`src/design/pwrctl_pkg.sv`:
```
// Constants, timing figures and strap codes for the downstream port power
// control and over-current sensing block.
// Assumes a single 100 MHz clock and a synchronous active-high reset.
//
// Functional notes
// RULE_01: Two port control configurations exist, ganged and combined, chosen by configuration.
// RULE_02: Ganged configuration uses one shared pin for power and over-current of all ports.
// RULE_03: Combined configuration gives each port one pin for power enable and sense.
// RULE_04: Power off drives the port pin low and switches its pull-up off.
// RULE_05: Power on releases the driver and enables the pull-up, acting open-drain.
// RULE_06: While a port is enabled its pin level is sampled continuously.
// RULE_07: A low lasting the single-pulse assertion time flags over-current.
// RULE_08: Two separate low groups within a 20 ms rolling window flag over-current.
// RULE_09: Transient lows, such as during power-up, are filtered and not reported.
// RULE_10: With a poly fuse, same drive behaviour; a low from a blown fuse means over-current.
// RULE_11: With poly fuses, software sets the power-on-to-good descriptor fields to zero.
// RULE_12: Charging ports only acknowledge a charging query; no charging current is supplied.
// RULE_13: A high-current external supply is indicated per port on the port pins; here on separate high_current_ind outputs, from the strap mask.
// RULE_14: The charge strap selects charging ports; a 200 kOhm pull-up enables port 1 only.
// RULE_15: Over-current latches a per-port status flag held until the hub clears it.

package pwrctl_pkg;

  localparam int NUM_PORTS = 2;

  // Clock and timing figures, each in its own unit.
  localparam int CLK_FREQ_HZ = 100_000_000;
  localparam int T_OCS_SINGLE_MS = 1;
  localparam int T_OCS_DOUBLE_MS = 20;
  localparam int T_BLANK_US = 100;

  // Derived cycle counts; the single time is a longest time and rounds down.
  localparam int OCS_SINGLE_CYC = T_OCS_SINGLE_MS * (CLK_FREQ_HZ / 1000);
  localparam int OCS_DOUBLE_CYC = T_OCS_DOUBLE_MS * (CLK_FREQ_HZ / 1000);
  // Scaled per microsecond first, so the product stays inside a 32-bit int.
  localparam int BLANK_CYC = T_BLANK_US * (CLK_FREQ_HZ / 1_000_000);

  // Decoded level of the charge enable strap resistor.
  localparam logic [1:0] STRAP_NONE = 2'h0;
  localparam logic [1:0] STRAP_PU_200K = 2'h1;
  localparam logic [1:0] STRAP_PU_OTHER = 2'h2;
  localparam logic [1:0] STRAP_PD = 2'h3;

  // Charge masks per strap code, bit 0 is port 1.
  localparam logic [NUM_PORTS-1:0] MASK_NONE = 2'h0;
  localparam logic [NUM_PORTS-1:0] MASK_PORT1 = 2'h1;
  localparam logic [NUM_PORTS-1:0] MASK_PORT2 = 2'h2;
  localparam logic [NUM_PORTS-1:0] MASK_ALL = 2'h3;

  typedef enum logic [0:0] {
    PWRCTL_COMBINED,
    PWRCTL_GANGED
  } pwrctl_mode_type;

endpackage

```
`src/design/pwrctl_chan_if.sv`:
```
// Carrier between the port control core and its detectors and strap capture.
// Channel NUM_PORTS is the shared ganged pin; lower channels are the port pins.
`timescale 1ns/1ps

interface pwrctl_chan_if #(
  parameter int NCH = 3,
  parameter int NP = 2
);
  logic [NCH-1:0] ch_en;
  logic [NCH-1:0] ch_pin;
  logic [NCH-1:0] oc_event;
  logic [NP-1:0] charge_mask;
  logic strap_valid;

  modport core (output ch_en, output ch_pin, input oc_event, input charge_mask,
    input strap_valid);
  modport det (input ch_en, input ch_pin, output oc_event);
  modport strap (output charge_mask, output strap_valid);
endinterface

```
`src/design/pwrctl_top.sv`:
```
// Downstream port power control, over-current sensing and charging indication.
// Assumes pins are resolved outside from out/oe/pullup and sampled synchronously.
`timescale 1ns/1ps

module pwrctl_top #(
  parameter int NP = pwrctl_pkg::NUM_PORTS,
  parameter int SINGLE_CYC = pwrctl_pkg::OCS_SINGLE_CYC,
  parameter int WINDOW_CYC = pwrctl_pkg::OCS_DOUBLE_CYC,
  parameter int BLANK = pwrctl_pkg::BLANK_CYC
) (
  input wire logic clock,
  input wire logic sys_rst,
  input pwrctl_pkg::pwrctl_mode_type port_mode,
  input wire logic [NP-1:0] port_power_en,
  input wire logic [NP-1:0] port_ctl_pins_in,
  output logic [NP-1:0] port_ctl_pins_out,
  output logic [NP-1:0] port_ctl_pins_oe,
  output logic [NP-1:0] port_ctl_pins_pullup,
  input wire logic shared_power_pin_in,
  output logic shared_power_pin_out,
  output logic shared_power_pin_oe,
  output logic shared_power_pin_pullup,
  input wire logic [NP-1:0] oc_clear,
  output logic [NP-1:0] oc_status,
  input wire logic [1:0] charge_enable_strap,
  input wire logic [NP-1:0] charge_query,
  output logic [NP-1:0] charge_ack,
  output logic [NP-1:0] high_current_ind
);
  import pwrctl_pkg::*;

  localparam int NCH = NP + 1;

  pwrctl_chan_if #(.NCH(NCH), .NP(NP)) chan ();

  ////////////////////////////////////////////////////////////////////////////
  // Pin drive.

  logic [NP-1:0] next_pins_oe;
  logic [NP-1:0] next_pins_pullup;
  logic next_shared_oe;
  logic next_shared_pullup;

  function automatic logic any_set(input logic [NP-1:0] v);
    any_set = |v;
  endfunction

  always_comb begin
    next_pins_oe = '1;
    next_pins_pullup = '0;
    next_shared_oe = 1'b1;
    next_shared_pullup = 1'b0;
    unique case (port_mode)
      PWRCTL_COMBINED: begin
        // Each port pin carries its own enable and sense. [RULE_03]
        next_pins_oe = ~port_power_en; // [RULE_04] [RULE_05]
        next_pins_pullup = port_power_en; // [RULE_04] [RULE_05]
      end
      PWRCTL_GANGED: begin
        // One shared pin switches and senses every port. [RULE_02]
        next_shared_oe = !any_set(port_power_en); // [RULE_04]
        next_shared_pullup = any_set(port_power_en); // [RULE_05]
      end
    endcase
  end

  // The driven level is always low, so the pins only ever sink current.
  always_ff @(posedge clock) begin
    if (sys_rst) begin
      port_ctl_pins_out <= '0;
      port_ctl_pins_oe <= '1;
      port_ctl_pins_pullup <= '0;
      shared_power_pin_out <= 1'b0;
      shared_power_pin_oe <= 1'b1;
      shared_power_pin_pullup <= 1'b0;
    end else begin
      port_ctl_pins_out <= '0; // [RULE_04]
      port_ctl_pins_oe <= next_pins_oe;
      port_ctl_pins_pullup <= next_pins_pullup;
      shared_power_pin_out <= 1'b0;
      shared_power_pin_oe <= next_shared_oe;
      shared_power_pin_pullup <= next_shared_pullup;
    end
  end

  ////////////////////////////////////////////////////////////////////////////
  // Over-current sensing. A channel is sensed only while its pull-up is on,
  // so a pin that the block itself pulls low never counts as a fault.

  // Mode selects which channels are live. [RULE_01]
  assign chan.ch_en = {shared_power_pin_pullup, port_ctl_pins_pullup}; // [RULE_06]
  assign chan.ch_pin = {shared_power_pin_in, port_ctl_pins_in};

  for (genvar g = 0; g < NCH; g++) begin : g_det
    pwrctl_oc_detect #(
      .IDX(g),
      .SINGLE_CYC(SINGLE_CYC),
      .WINDOW_CYC(WINDOW_CYC),
      .BLANK(BLANK)
    ) u_det (
      .clock(clock),
      .sys_rst(sys_rst),
      .chan(chan)
    );
  end

  ////////////////////////////////////////////////////////////////////////////
  // Over-current status. A new event wins over a clear in the same cycle.

  logic [NP-1:0] next_oc_status;
  logic [NP-1:0] oc_hits;

  always_comb begin
    oc_hits = chan.oc_event[NP-1:0];
    if (chan.oc_event[NP]) begin
      oc_hits = '1; // [RULE_02]
    end
    next_oc_status = (oc_status & ~oc_clear) | oc_hits; // [RULE_15]
  end

  always_ff @(posedge clock) begin
    if (sys_rst) begin
      oc_status <= '0;
    end else begin
      oc_status <= next_oc_status;
    end
  end

  ////////////////////////////////////////////////////////////////////////////
  // Battery charging: acknowledge only, no current is sourced here.

  pwrctl_strap u_strap (
    .clock(clock),
    .sys_rst(sys_rst),
    .strap_code(charge_enable_strap),
    .chan(chan)
  );

  logic [NP-1:0] next_charge_ack;
  logic [NP-1:0] next_hc_ind;

  always_comb begin
    next_charge_ack = '0;
    next_hc_ind = '0;
    if (chan.strap_valid) begin
      next_charge_ack = charge_query & chan.charge_mask; // [RULE_12] [RULE_14]
      next_hc_ind = chan.charge_mask; // [RULE_13]
    end
  end

  always_ff @(posedge clock) begin
    if (sys_rst) begin
      charge_ack <= '0;
      high_current_ind <= '0;
    end else begin
      charge_ack <= next_charge_ack;
      high_current_ind <= next_hc_ind;
    end
  end

  ////////////////////////////////////////////////////////////////////////////
  // Checks.

  chk_off_drive_low: assert property (@(posedge clock) disable iff (sys_rst) // [RULE_04]
    (port_mode == PWRCTL_COMBINED && !port_power_en[0]) |=>
      (port_ctl_pins_oe[0] && !port_ctl_pins_out[0] && !port_ctl_pins_pullup[0]))
    else $error("disabled port pin not driven low");

  chk_on_open_drain: assert property (@(posedge clock) disable iff (sys_rst) // [RULE_05]
    (port_mode == PWRCTL_COMBINED && port_power_en[0]) |=>
      (!port_ctl_pins_oe[0] && port_ctl_pins_pullup[0]))
    else $error("enabled port pin not open-drain");

  chk_ganged_shared: assert property (@(posedge clock) disable iff (sys_rst) // [RULE_02]
    (port_mode == PWRCTL_GANGED && port_power_en != '0) |=>
      (shared_power_pin_pullup && !shared_power_pin_oe && port_ctl_pins_oe == '1))
    else $error("ganged mode not on the shared pin");

  chk_oc_latch: assert property (@(posedge clock) disable iff (sys_rst) // [RULE_15]
    chan.oc_event[0] |=> oc_status[0])
    else $error("over-current event not latched");

  chk_oc_hold: assert property (@(posedge clock) disable iff (sys_rst) // [RULE_15]
    (oc_status[1] && !oc_clear[1]) |=> oc_status[1])
    else $error("over-current flag dropped without clear");

  chk_ack_only_bc: assert property (@(posedge clock) disable iff (sys_rst) // [RULE_12]
    charge_ack[0] |-> ($past(charge_query[0]) && chan.charge_mask[0]))
    else $error("charge query acknowledged on non-charging port");

  chk_hc_indicate: assert property (@(posedge clock) disable iff (sys_rst) // [RULE_13]
    chan.strap_valid |=> (high_current_ind == chan.charge_mask))
    else $error("high current indication mismatch");

  chk_off_drive_low1: assert property (@(posedge clock) disable iff (sys_rst) // [RULE_04]
    (port_mode == PWRCTL_COMBINED && !port_power_en[1]) |=>
      (port_ctl_pins_oe[1] && !port_ctl_pins_out[1] && !port_ctl_pins_pullup[1]))
    else $error("disabled port 2 pin not driven low");

  chk_on_open_drain1: assert property (@(posedge clock) disable iff (sys_rst) // [RULE_05]
    (port_mode == PWRCTL_COMBINED && port_power_en[1]) |=>
      (!port_ctl_pins_oe[1] && port_ctl_pins_pullup[1]))
    else $error("enabled port 2 pin not open-drain");

  chk_combined_shared: assert property (@(posedge clock) disable iff (sys_rst) // [RULE_03]
    (port_mode == PWRCTL_COMBINED) |=>
      (shared_power_pin_oe && !shared_power_pin_pullup))
    else $error("shared pin released in combined mode");

  chk_ganged_ports_low: assert property (@(posedge clock) disable iff (sys_rst) // [RULE_02]
    (port_mode == PWRCTL_GANGED) |=>
      (port_ctl_pins_oe == '1 && port_ctl_pins_pullup == '0))
    else $error("port pins released in ganged mode");

  chk_gang_off: assert property (@(posedge clock) disable iff (sys_rst) // [RULE_04]
    (port_mode == PWRCTL_GANGED && port_power_en == '0) |=>
      (shared_power_pin_oe && !shared_power_pin_pullup))
    else $error("shared pin not driven low with all ports off");

  chk_drive_level: assert property (@(posedge clock) disable iff (sys_rst) // [RULE_04]
    (port_ctl_pins_out == '0 && !shared_power_pin_out))
    else $error("pin drive level not low");

  chk_oc_latch1: assert property (@(posedge clock) disable iff (sys_rst) // [RULE_15]
    chan.oc_event[1] |=> oc_status[1])
    else $error("port 2 over-current event not latched");

  chk_oc_gang_all: assert property (@(posedge clock) disable iff (sys_rst) // [RULE_02]
    chan.oc_event[NP] |=> (oc_status == '1))
    else $error("shared pin over-current not flagged on every port");

  chk_oc_hold0: assert property (@(posedge clock) disable iff (sys_rst) // [RULE_15]
    (oc_status[0] && !oc_clear[0]) |=> oc_status[0])
    else $error("port 1 over-current flag dropped without clear");

  chk_oc_cleared: assert property (@(posedge clock) disable iff (sys_rst) // [RULE_15]
    (oc_clear[0] && !chan.oc_event[0] && !chan.oc_event[NP]) |=> !oc_status[0])
    else $error("port 1 over-current flag not cleared");

  chk_ack_only_bc1: assert property (@(posedge clock) disable iff (sys_rst) // [RULE_12]
    charge_ack[1] |-> ($past(charge_query[1]) && chan.charge_mask[1]))
    else $error("charge query acknowledged on non-charging port 2");

  chk_ack_follows: assert property (@(posedge clock) disable iff (sys_rst) // [RULE_12]
    (chan.strap_valid && charge_query[0] && chan.charge_mask[0]) |=> charge_ack[0])
    else $error("charge query on charging port not acknowledged");

  chk_no_ack_early: assert property (@(posedge clock) disable iff (sys_rst) // [RULE_14]
    !chan.strap_valid |=> (charge_ack == '0))
    else $error("charge query acknowledged before strap capture");

endmodule

```
`src/design/pwrctl_oc_detect.sv`:
```
// Over-current filter and detector for one sense channel.
// Assumes the pin input is synchronous to clock and ch_en is a registered level.
`timescale 1ns/1ps

module pwrctl_oc_detect
  import pwrctl_pkg::*;
#(
  parameter int IDX = 0,
  parameter int SINGLE_CYC = pwrctl_pkg::OCS_SINGLE_CYC,
  parameter int WINDOW_CYC = pwrctl_pkg::OCS_DOUBLE_CYC,
  parameter int BLANK = pwrctl_pkg::BLANK_CYC
) (
  input wire logic clock,
  input wire logic sys_rst,
  pwrctl_chan_if.det chan
);
  localparam int CW = $clog2(WINDOW_CYC + SINGLE_CYC + BLANK + 2);

  logic en_q;
  logic low_q;
  logic [CW-1:0] blank_cnt;
  logic [CW-1:0] low_cnt;
  logic [CW-1:0] win_cnt;
  logic event_q;
  logic next_en_q;
  logic next_low_q;
  logic [CW-1:0] next_blank_cnt;
  logic [CW-1:0] next_low_cnt;
  logic [CW-1:0] next_win_cnt;
  logic next_event_q;
  logic active;
  logic low;
  logic group_start;

  assign chan.oc_event[IDX] = event_q;

  always_comb begin
    next_en_q = chan.ch_en[IDX];
    // Blanking hides the sag while the port supply ramps up. [RULE_09]
    // The blanking count loads one edge after enable, so that first cycle is masked too.
    active = chan.ch_en[IDX] && en_q && (blank_cnt == '0);
    low = active && !chan.ch_pin[IDX]; // [RULE_06] [RULE_10]
    group_start = low && !low_q;
    next_low_q = low;
    next_event_q = 1'b0;
    next_blank_cnt = blank_cnt;
    next_low_cnt = '0;
    next_win_cnt = '0;
    if (!chan.ch_en[IDX]) begin
      next_blank_cnt = '0;
    end else if (!en_q) begin
      next_blank_cnt = CW'(BLANK); // [RULE_09]
    end else if (blank_cnt != '0) begin
      next_blank_cnt = blank_cnt - 1'b1;
    end
    if (active) begin
      if (low) begin
        next_low_cnt = low_cnt + 1'b1;
      end
      if (win_cnt != '0) begin
        next_win_cnt = win_cnt - 1'b1;
      end
      if (group_start) begin
        if (win_cnt != '0) begin
          next_event_q = 1'b1; // [RULE_08]
        end else begin
          next_win_cnt = CW'(WINDOW_CYC - 1); // [RULE_08]
        end
      end
      if (low && (low_cnt == CW'(SINGLE_CYC - 1))) begin
        next_event_q = 1'b1; // [RULE_07]
      end
      // After a report the detector starts afresh, so a low that stays on gives another pulse every SINGLE_CYC cycles.
      if (next_event_q) begin
        next_low_cnt = '0;
        next_win_cnt = '0;
      end
    end
  end

  always_ff @(posedge clock) begin
    if (sys_rst) begin
      en_q <= 1'b0;
      low_q <= 1'b0;
      blank_cnt <= '0;
      low_cnt <= '0;
      win_cnt <= '0;
      event_q <= 1'b0;
    end else begin
      en_q <= next_en_q;
      low_q <= next_low_q;
      blank_cnt <= next_blank_cnt;
      low_cnt <= next_low_cnt;
      win_cnt <= next_win_cnt;
      event_q <= next_event_q;
    end
  end

  chk_blank_quiet: assert property (@(posedge clock) disable iff (sys_rst) // [RULE_09]
    (chan.ch_en[IDX] && !en_q) |=> !event_q [*2])
    else $error("over-current reported during power-up blanking");

  chk_single_low: assert property (@(posedge clock) disable iff (sys_rst) // [RULE_07]
    (active && low && low_cnt == CW'(SINGLE_CYC - 1)) |=> event_q)
    else $error("long low pulse not reported");

  chk_double_low: assert property (@(posedge clock) disable iff (sys_rst) // [RULE_08]
    (group_start && win_cnt != '0) |=> event_q)
    else $error("second low group in window not reported");

  chk_idle_no_event: assert property (@(posedge clock) disable iff (sys_rst) // [RULE_06]
    (!chan.ch_en[IDX] && !$past(chan.ch_en[IDX])) |=> !event_q)
    else $error("event from a disabled channel");
endmodule

```
`src/design/pwrctl_strap.sv`:
```
// Captures the charge enable strap once after reset and decodes the ports
// that support battery charging.
// Assumes the strap level is settled by the time reset is released.
`timescale 1ns/1ps

module pwrctl_strap
  import pwrctl_pkg::*;
(
  input wire logic clock,
  input wire logic sys_rst,
  input wire logic [1:0] strap_code,
  pwrctl_chan_if.strap chan
);
  logic [NUM_PORTS-1:0] mask;
  logic valid;
  logic [NUM_PORTS-1:0] next_mask;
  logic next_valid;

  function automatic logic [NUM_PORTS-1:0] strap_decode(input logic [1:0] code);
    unique case (code)
      STRAP_NONE: strap_decode = MASK_NONE;
      STRAP_PU_200K: strap_decode = MASK_PORT1; // [RULE_14]
      STRAP_PU_OTHER: strap_decode = MASK_ALL;
      STRAP_PD: strap_decode = MASK_PORT2;
    endcase
  endfunction

  assign chan.charge_mask = mask;
  assign chan.strap_valid = valid;

  // The strap is sampled by a clocked process on the first edge after release.
  always_comb begin
    next_valid = 1'b1;
    next_mask = valid ? mask : strap_decode(strap_code); // [RULE_14]
  end

  always_ff @(posedge clock) begin
    if (sys_rst) begin
      mask <= MASK_NONE;
      valid <= 1'b0;
    end else begin
      mask <= next_mask;
      valid <= next_valid;
    end
  end

  chk_strap_stable: assert property (@(posedge clock) disable iff (sys_rst) // [RULE_14]
    valid |=> (mask == $past(mask)))
    else $error("charge mask changed after capture");
endmodule

```
`config.mk`:
```
export PLATFORM = sky130hd
export DESIGN_NAME = pwrctl_top
export DESIGN_NICKNAME = d
export VERILOG_FILES = /design/src/design/pwrctl_pkg.sv /design/src/design/pwrctl_chan_if.sv /design/src/design/pwrctl_top.sv /design/src/design/pwrctl_oc_detect.sv /design/src/design/pwrctl_strap.sv
export SDC_FILE = /design/constraint.sdc
export NUM_CORES = 1
export LEC_CHECK = 0
export BUFFER_PORTS_ARGS = -buffer_cell sky130_fd_sc_hd__buf_4
export CELL_PAD_IN_SITES_DETAIL_PLACEMENT = 2
export CELL_PAD_IN_SITES_GLOBAL_PLACEMENT = 2
export CORE_MARGIN = 4
export CORE_UTILIZATION = 42
export DETAILED_ROUTE_END_ITERATION = 10
export PLACE_DENSITY = 0.88
export SKIP_CTS_REPAIR_TIMING = 1
export SYNTH_ARGS = -nofsm -noshare
export SYNTH_HDL_FRONTEND = slang
export SYNTH_SLANG_ARGS = --single-unit
```
`constraint.sdc`:
```
create_clock -name clock -period 5.6 [get_ports clock]
set_clock_uncertainty 0.05 [all_clocks]
set_input_delay 0.56 -clock clock [delete_from_list [all_inputs] [get_ports clock]]
set_output_delay 0.56 -clock clock [all_outputs]
set_load 0.02 [all_outputs]
```
==> impl_metrics.tcl, run 1 <==
set metrics [dict create \
    cts-root-to-sink-buffers 3 \
    synth-compound-area-share_pct 12.1 \
    leakagePower_nw 4.33 \
    end_kind "flip-flop" \
    hold-path-cell-count 2 \
    relSlewSlack_pct 25.0 \
    vias 9324 \
    fin_cells 1546 \
    pin_count 29 \
    crit_required_ps 5980 \
    hp-class "in -> reg" \
    gr-usage-all-layers_pct 26.2 \
    largest_net_degree_at_the_start_of_global_routing 23 \
    async_reset_ff_share_pct 0 \
    netlist_top_cells_area "sky130_fd_sc_hd__dfxtp_1, sky130_fd_sc_hd__xnor2_1, sky130_fd_sc_hd__nor2_1" \
    fin_crit_sh_pct 60.1 \
    synth_top_area_share_pct 42.6 \
    timing.hold.worst_endpoint "charge_ack[1]" \
    syn_area_mm2 0.0104 \
    crit-reg2reg-capture "g_det[0].u_det.low_cnt[1]" \
    dieHeight_um 166 \
    postSynthAreaPerCell_um2 8.72 \
    r2r_slack_ps 2230 \
    synth_warnings 0 \
    detail_route.wirelength_um 35600 \
    hold_viol_final 0 \
    place_congestion 0.761 \
    flow.area_growth_from_synthesis_pct 12.2 \
    synthesized_area_fraction_occupied_by_xor_and_xnor_cells_pct 10.2 \
    cts_htree_levels 1 \
    worst_supply_voltage_drop_on_vdd_uv 250 \
    post_drt_wl_per_cell_um 23.0 \
    r2r_start "g_det[0].u_det.blank_cnt[12]" \
    antennaDiodeCount 0 \
    synth_simple_gate_area_share_pct 28.7 \
    worst_skew_pair.late_latency_ps 540 \
    synthesis.instances 1195 \
    timing.critical_path.fanout_max 22 \
    synth_edf_count 0 \
    power_per_unit_of_standard_cell_area_mw_per_mm2 304 \
    outcome "finished clean" \
    post-place-ws_ps 2100 \
    dp.cells 1500 \
    slew_violations 0 \
    critical_path.startpoint_type "flip-flop" \
    timing.hold.worst.start "charge_query[1]" \
    detailedRoute.firstIterationViolations 467 \
    dp_hpwl_um 20300 \
    floorplan.die_area_mm2 0.0274 \
    worstRegToRegCells 5 \
    synth_fa_ha_area_share_pct 1.80 \
    gr-total-overflow 0 \
    layout.core_utilization_pct 48.0 \
    starting_density_of_the_core_pct 42.7 \
    drv.max_cap_violation_count 0 \
    cp.arrival_ps 3750 \
    number_of_nets_in_the_finished_design 1234 \
    dominant_combinational_cell_family_by_area_after_synthesis "simple AND/OR/NAND/NOR gates" \
    synthFlopType "sky130_fd_sc_hd__dfxtp_1" \
    firstDrtPassIters 5 \
    clock_sink_count 222 \
    number_of_antenna_violations_at_the_first_check_in_global_routing 1 \
    synthMostInstantiatedCell "sky130_fd_sc_hd__dfxtp_1" \
    first_pass_grt_wire_length_um 58600 \
    unrepaired_setup_endpoints_after_global_routing "no" \
    timing_worst_setup_path_type "reg -> reg" \
    ys_top_cells_by_count "sky130_fd_sc_hd__dfxtp_1, sky130_fd_sc_hd__nor2_1, sky130_fd_sc_hd__nand2_1, sky130_fd_sc_hd__xnor2_1" \
    finalWorstSetupSlack_ps 2230 \
    clk_transition_reported_paths_ps 60 \
    post_synth_mux_area_share_pct 0.876 \
    placement_rows 57 \
    post-synth-top-area-cell "sky130_fd_sc_hd__dfxtp_1" \
    clock-root-buffer "sky130_fd_sc_hd__clkbuf_16" \
    synth.ff_latch_count 222 \
    remaining_drc_errors 0 \
    detail-route-antenna-nets 0 \
    core_area_mm2 0.0244 \
    drive_gt1_share_pct 10.1 \
    via_per_inst 6.03 \
    finalSetupViolations 0 \
    port_buffers 25 \
    floorplan.die.width_um 166 \
    fin_tns_setup_ps 0 \
    tritoncts "yes" \
    max_freq_mhz 297 \
    worst_slew_pin_slew_ps 1130 \
    vias_in_the_first_global_route 10500 \
    finalCriticalPeriod_ps 3370 \
    ys_seq_area_share_pct 42.6 \
    post_synth_num_cell_types 68 \
    cts_buffers 27 \
]
-- per-stage QoR --
stage / power [mW] / area [um2] / hold WS (ps)
6_report: 3.55 / 11700 / 186
4_1_cts: 3.58 / 11700 / 172
3_5_place_dp: 1.78 / 10800 / 404
3_3_place_gp: 1.78 / 10800 / 374
2_1_floorplan: 1.74 / 10400 / 363
5_1_grt: 3.67 / 11700 / 177
-- where the power goes --
| group | internal [mW] | leakage, nW | switching [mW] | total [mW] |
|---|---|---|---|---|
| combinational | 0.0601 | 2.09 | 0.103 | 0.163 |
| clock | 1.09 | 0.446 | 0.705 | 1.79 |
| sequential | 1.59 | 1.79 | 0.0108 | 1.60 |
-- how the worst max path moves through the flow --
| stage | start | endpoint | slack [ps] | depth (start not counted) |
|---|---|---|---|---|
| after global routing | g_det[0].u_det.win_cnt[16] | g_det[0].u_det.win_cnt[17] | 1930 | 5 |
| final | g_det[0].u_det.blank_cnt[12] | g_det[0].u_det.low_cnt[1] | 2230 | 5 |
| after detailed placement | sys_rst | g_det[1].u_det.win_cnt[10] | 2100 | 8 |
| after CTS | g_det[0].u_det.blank_cnt[12] | g_det[0].u_det.low_cnt[1] | 2180 | 5 |
| after global placement | sys_rst | g_det[1].u_det.win_cnt[18] | 2390 | 8 |
| after floorplan | g_det[2].u_det.blank_cnt[4] | g_det[2].u_det.blank_cnt[21] | 3100 | 7 |
-- state kept, by name, indices dropped and copies added, names as in the netlist --
register                  cells
g_det.u_det.low_q             3
shared_power_pin_pullup       1
u_strap.chan.strap_valid      1
charge_ack                    2
g_det.u_det.low_cnt          66
high_current_ind              2
g_det.u_det.win_cnt          66
g_det.u_det.en_q              3
oc_status                     2
g_det.u_det.blank_cnt        66
u_strap.chan.charge_mask      2
shared_power_pin_oe           1
port_ctl_pins_oe              2
g_det.u_det.event_q           3
port_ctl_pins_pullup          2
-- routing by layer --
layer / GRT usage [%] / up-vias / wire length, um
met4: 8.51 / 2 / 1250
met1: 31.2 / 4727 / 14600
met2: 48.5 / 206 / 18600
met5: 0 / - / 13
li1: - / 4287 / -
met3: 3.50 / 102 / 1210
-- layout by cell type (no fill, tap or decap), types with 4 or more instances in the layout --
cell                        count
sky130_fd_sc_hd__clkbuf_8       9
sky130_fd_sc_hd__mux2i_1        8
sky130_fd_sc_hd__inv_1         38
sky130_fd_sc_hd__o31ai_1       18
sky130_fd_sc_hd__a211oi_2       7
sky130_fd_sc_hd__o41ai_1        6
sky130_fd_sc_hd__or3_1         35
sky130_fd_sc_hd__clkbuf_16     27
sky130_fd_sc_hd__nand2_1       78
sky130_fd_sc_hd__nand3_1       28
sky130_fd_sc_hd__xor2_1        54
sky130_fd_sc_hd__a21oi_1       53
sky130_fd_sc_hd__and3_1         4
sky130_fd_sc_hd__ha_1          15
sky130_fd_sc_hd__nor2_1       141
sky130_fd_sc_hd__nor4_1        43
sky130_fd_sc_hd__o21ai_0       31
sky130_fd_sc_hd__nand3b_1       4
sky130_fd_sc_hd__a31oi_1       12
sky130_fd_sc_hd__nor3_1        50
sky130_fd_sc_hd__clkbuf_1       4
sky130_fd_sc_hd__nor2b_1       10
sky130_fd_sc_hd__or4_1         40
sky130_fd_sc_hd__xnor2_1       68
sky130_fd_sc_hd__or2_2         13
sky130_fd_sc_hd__o211ai_1       9
sky130_fd_sc_hd__clkinv_2       4
sky130_fd_sc_hd__and4_1        10
sky130_fd_sc_hd__dfxtp_1      222
sky130_fd_sc_hd__nand2b_1      13
sky130_fd_sc_hd__nand4_1       21
sky130_fd_sc_hd__and2_1        16
sky130_fd_sc_hd__nor2_2        20
sky130_fd_sc_hd__buf_4         27
sky130_fd_sc_hd__o31a_1         5
sky130_fd_sc_hd__a211oi_1      25
-- worst max-delay path, cell delays in order (launching register included) --
cell,delay (ps)
sky130_fd_sc_hd__dfxtp_1,370
sky130_fd_sc_hd__or4_1,660
sky130_fd_sc_hd__or3_1,620
sky130_fd_sc_hd__nor4_2,430
sky130_fd_sc_hd__nand3_1,740
sky130_fd_sc_hd__nor2_1,390
-- logic make-up after synthesis --
kind of cell / Yosys count
compound gates: 188
xor+xnor: 122
other cells: 1
flops: 222
simple gates: 552
mux: 9
fa+ha+maj: 15
buf+inv: 86
-- layout make-up --
| type | count | area, um2 |
|---|---|---|
| sequential | 222 | 4440 |
| multi-input combinational | 889 | 5610 |
| tap | 324 | 405 |
| inverter | 38 | 143 |
| clock buffer | 40 | 815 |
| fill | 2600 | 12700 |
| clock inverter | 6 | 80.1 |
| timing repair buffer | 27 | 203 |
Power figures use the tool's default switching activity.
==> run 2: changes to the inputs <==
--- a/config.mk
+++ b/config.mk
@@ -5,13 +5,14 @@
 export SDC_FILE = /design/constraint.sdc
 export NUM_CORES = 1
 export LEC_CHECK = 0
+export ABC_AREA = 1
 export BUFFER_PORTS_ARGS = -buffer_cell sky130_fd_sc_hd__buf_4
 export CELL_PAD_IN_SITES_DETAIL_PLACEMENT = 2
 export CELL_PAD_IN_SITES_GLOBAL_PLACEMENT = 2
 export CORE_MARGIN = 4
-export CORE_UTILIZATION = 42
+export CORE_UTILIZATION = 36
 export DETAILED_ROUTE_END_ITERATION = 10
-export PLACE_DENSITY = 0.88
+export PLACE_DENSITY = 0.84
 export SKIP_CTS_REPAIR_TIMING = 1
 export SYNTH_ARGS = -nofsm -noshare
 export SYNTH_HDL_FRONTEND = slang
==> constraint.sdc (replaced) <==
create_clock -name clock -period 3.1 [get_ports clock]
set_clock_uncertainty 0.05 [all_clocks]
set_input_delay 0.31 -clock clock [delete_from_list [all_inputs] [get_ports clock]]
set_output_delay 0.31 -clock clock [all_outputs]
set_load 0.02 [all_outputs]
==> impl_metrics.tcl, run 2 <==
set metrics [dict create \
    cts_htree_levels 1 \
    post-synth-top-area-cell "sky130_fd_sc_hd__dfxtp_1" \
    starting_density_of_the_core_pct 36.8 \
    crit-reg2reg-capture "g_det[0].u_det.low_cnt[16]" \
    async_reset_ff_share_pct 0 \
    post-place-ws_ps 803 \
    hold-path-cell-count 4 \
    vias 10600 \
    firstDrtPassIters 4 \
    remaining_drc_errors 0 \
    gr-usage-all-layers_pct 20.2 \
    area.sequential_mm2 0.00444 \
    critical_path.startpoint_type "flip-flop" \
    drv.max_cap_violation_count 0 \
    detail_route.wirelength_um 36100 \
    layout.core_utilization_pct 42.1 \
    r2r_slack_ps 750 \
    largest_net_degree_at_the_start_of_global_routing 23 \
    floorplan.die.width_um 186 \
    dp.cells 2053 \
    dieHeight_um 186 \
    ys_top_cells_by_count "sky130_fd_sc_hd__nor2_1, sky130_fd_sc_hd__nand2_1, sky130_fd_sc_hd__dfxtp_1, sky130_fd_sc_hd__inv_1, sky130_fd_sc_hd__nand3_1" \
    synthFlopType "sky130_fd_sc_hd__dfxtp_1" \
    port_buffers 25 \
    worst_hold_slack_ps 15.6 \
    outcome "finished clean" \
    timing.hold.worst.start "port_mode" \
    final_common_cell "sky130_fd_sc_hd__nor2_1" \
    finalCriticalPeriod_ps 2350 \
    syn_area_mm2 0.0114 \
    clock-root-buffer "sky130_fd_sc_hd__clkbuf_16" \
    critPathSlowestCell "sky130_fd_sc_hd__nand3_2" \
    critPathBufInv 1 \
    netlist_top_cells_area "sky130_fd_sc_hd__dfxtp_1, sky130_fd_sc_hd__nor2_1, sky130_fd_sc_hd__nand2_1" \
    pin_count 29 \
    crit_required_ps 3490 \
    largestRegisters "g_det.u_det.blank_cnt x66, g_det.u_det.low_cnt x66, g_det.u_det.win_cnt x66" \
    cts_buffers 28 \
    cell_type_group_with_the_largest_total_delay_on_the_critical_path "simple AND/OR/NAND/NOR gates" \
    crit_path_max_incr_delay_ps 430 \
    cell_by_cell_trace_of_the_critical_path "inv_1, ha_1, nand3_1, nor2_4, nand4_2, nand3_2, nand3_2, nor3_1" \
    timing.critical_path.mode_cell "sky130_fd_sc_hd__nand3_2" \
    end_kind "flip-flop" \
    power_per_unit_of_standard_cell_area_mw_per_mm2 514 \
    worstRegToRegCells 8 \
    hold_viol_final 0 \
    dp_hpwl_um 24600 \
    synthMostInstantiatedCell "sky130_fd_sc_hd__nor2_1" \
    timing.critical_path.fanout_max 22 \
    first_pass_grt_wire_length_um 58800 \
    fin_tns_setup_ps 0 \
    n_fill_cell 3649 \
    cts-root-to-sink-buffers 3 \
    finalWorstSetupSlack_ps 746 \
    post_synth_num_cell_types 45 \
    vias_in_the_first_global_route 11900 \
    slew_violations 0 \
    fin_crit_sh_pct 75.9 \
    clk_transition_reported_paths_ps 60 \
    clock_sink_count 222 \
    placement_rows 64 \
    core_area_mm2 0.0309 \
    tritoncts "yes" \
    max_freq_mhz 425 \
    postSynthAreaPerCell_um2 6.90 \
    relSlewSlack_pct 54.3 \
    r2r_start "g_det[0].u_det.win_cnt[0]" \
    synth_warnings 0 \
    leakagePower_nw 5.79 \
    synth.ff_latch_count 222 \
    number_of_antenna_violations_at_the_first_check_in_global_routing 0 \
    gr-total-overflow 0 \
    via_per_inst 5.03 \
    number_of_nets_in_the_finished_design 1725 \
    ys_seq_area_share_pct 39.0 \
    worst_skew_pair.late_latency_ps 560 \
    place_congestion 0.798 \
    timing_worst_setup_path_type "reg -> reg" \
    finalSetupViolations 0 \
    hp-class "in -> reg" \
    worst_slew_pin_slew_ps 684 \
    synthesis.instances 1651 \
    multi_input_comb_area_mm2 0.00597 \
    design_area_mm2 0.0130 \
    timing.hold.worst_endpoint "port_ctl_pins_pullup[1]" \
    most-common-layout-cells "sky130_fd_sc_hd__nor2_1, sky130_fd_sc_hd__nand2_1, sky130_fd_sc_hd__dfxtp_1, sky130_fd_sc_hd__inv_1, sky130_fd_sc_hd__nand3_1" \
    finalPower_mw 6.68 \
    post_dp_cell_area_mm2 0.0119 \
    fin_cells 2114 \
    floorplan.die_area_mm2 0.0345 \
    cp.arrival_ps 2740 \
    detail-route-antenna-nets 0 \
    post_drt_wl_per_cell_um 17.1 \
    detailedRoute.firstIterationViolations 339 \
    unrepaired_setup_endpoints_after_global_routing "no" \
    flow.area_growth_from_synthesis_pct 14.2 \
    antennaDiodeCount 0 \
    synth_top_area_share_pct 39.0 \
    drive_gt1_share_pct 8.56 \
    worst_supply_voltage_drop_on_vdd_uv 357 \
    synth_edf_count 0 \
]
-- run 2: changes by cell type in the layout (fill, tap and decap cells not counted), sizes merged, moves of 23 or more --
cell,before,now
or3,36,0
xnor2,68,29
a211oi,32,1
nand4,22,45
inv,38,215
nor4,45,5
nor2,161,405
or4,42,0
nand2,78,336
nand3,29,97
-- run 2: worst max-delay path by stage --
| stage | from | endpoint | slack (ps) | cells past startpoint |
|---|---|---|---|---|
| 3_3_place_gp | g_det[1].u_det.win_cnt[0] | g_det[1].u_det.win_cnt[3] | 970 | 12 |
| 2_1_floorplan | g_det[0].u_det.win_cnt[0] | g_det[0].u_det.win_cnt[15] | 1370 | 10 |
| 6_report | g_det[0].u_det.win_cnt[0] | g_det[0].u_det.low_cnt[16] | 750 | 8 |
| 4_1_cts | g_det[0].u_det.win_cnt[0] | g_det[0].u_det.low_cnt[16] | 730 | 8 |
| 5_1_grt | g_det[0].u_det.win_cnt[0] | g_det[0].u_det.low_cnt[20] | 540 | 8 |
| 3_5_place_dp | g_det[0].u_det.win_cnt[0] | g_det[0].u_det.low_cnt[2] | 800 | 8 |
-- run 2: area by class of cell --
type                       instances  share of cell area (%)
multi-input combinational       1192                    46.0
sequential                       222                    34.2
inverter                         215                    6.21
tap                              396                    3.81
clock buffer                      38                    6.06
clock inverter                    14                    1.47
timing repair buffer              37                    2.31
-- run 2: where the power goes --
part	switching, mW	total (mW)	internal [mW]
registers	0.0163	2.88	2.87
clock network	1.34	3.46	2.12
logic	0.222	0.335	0.113
-- run 2: cells by family (layout without fill, tap and decap cells) --
kind of cell             after synthesis  after routing  share of synthesized area (%)
buffers and inverters                239            304                           8.57
flip-flops                           222            222                           39.0
adder cells (fa/ha/maj)               15             15                           1.65
AND/OR/NAND/NOR                      965            965                           37.9
other                                  1              3                         0.0329
AO/OA/AOI/OAI                        115            115                           5.57
XOR/XNOR                              94             94                           7.23
-- run 2: metal layers --
metal	global-route usage, %	vias to the layer above	share of wire, %
met2	38.4	100	51
met3	2.50	60	2.4
met5	0	-	0
met1	24.4	5208	44
met4	3.79	0	2.3
li1	-	5261	-
-- run 2: worst reg2reg max path: cells and delay by family, from the launching register on --
family,cells,cell delay (ps)
buffers and inverters,1,120
adders and majority gates,1,210
DFF,1,320
and+or+nand+nor,6,1540
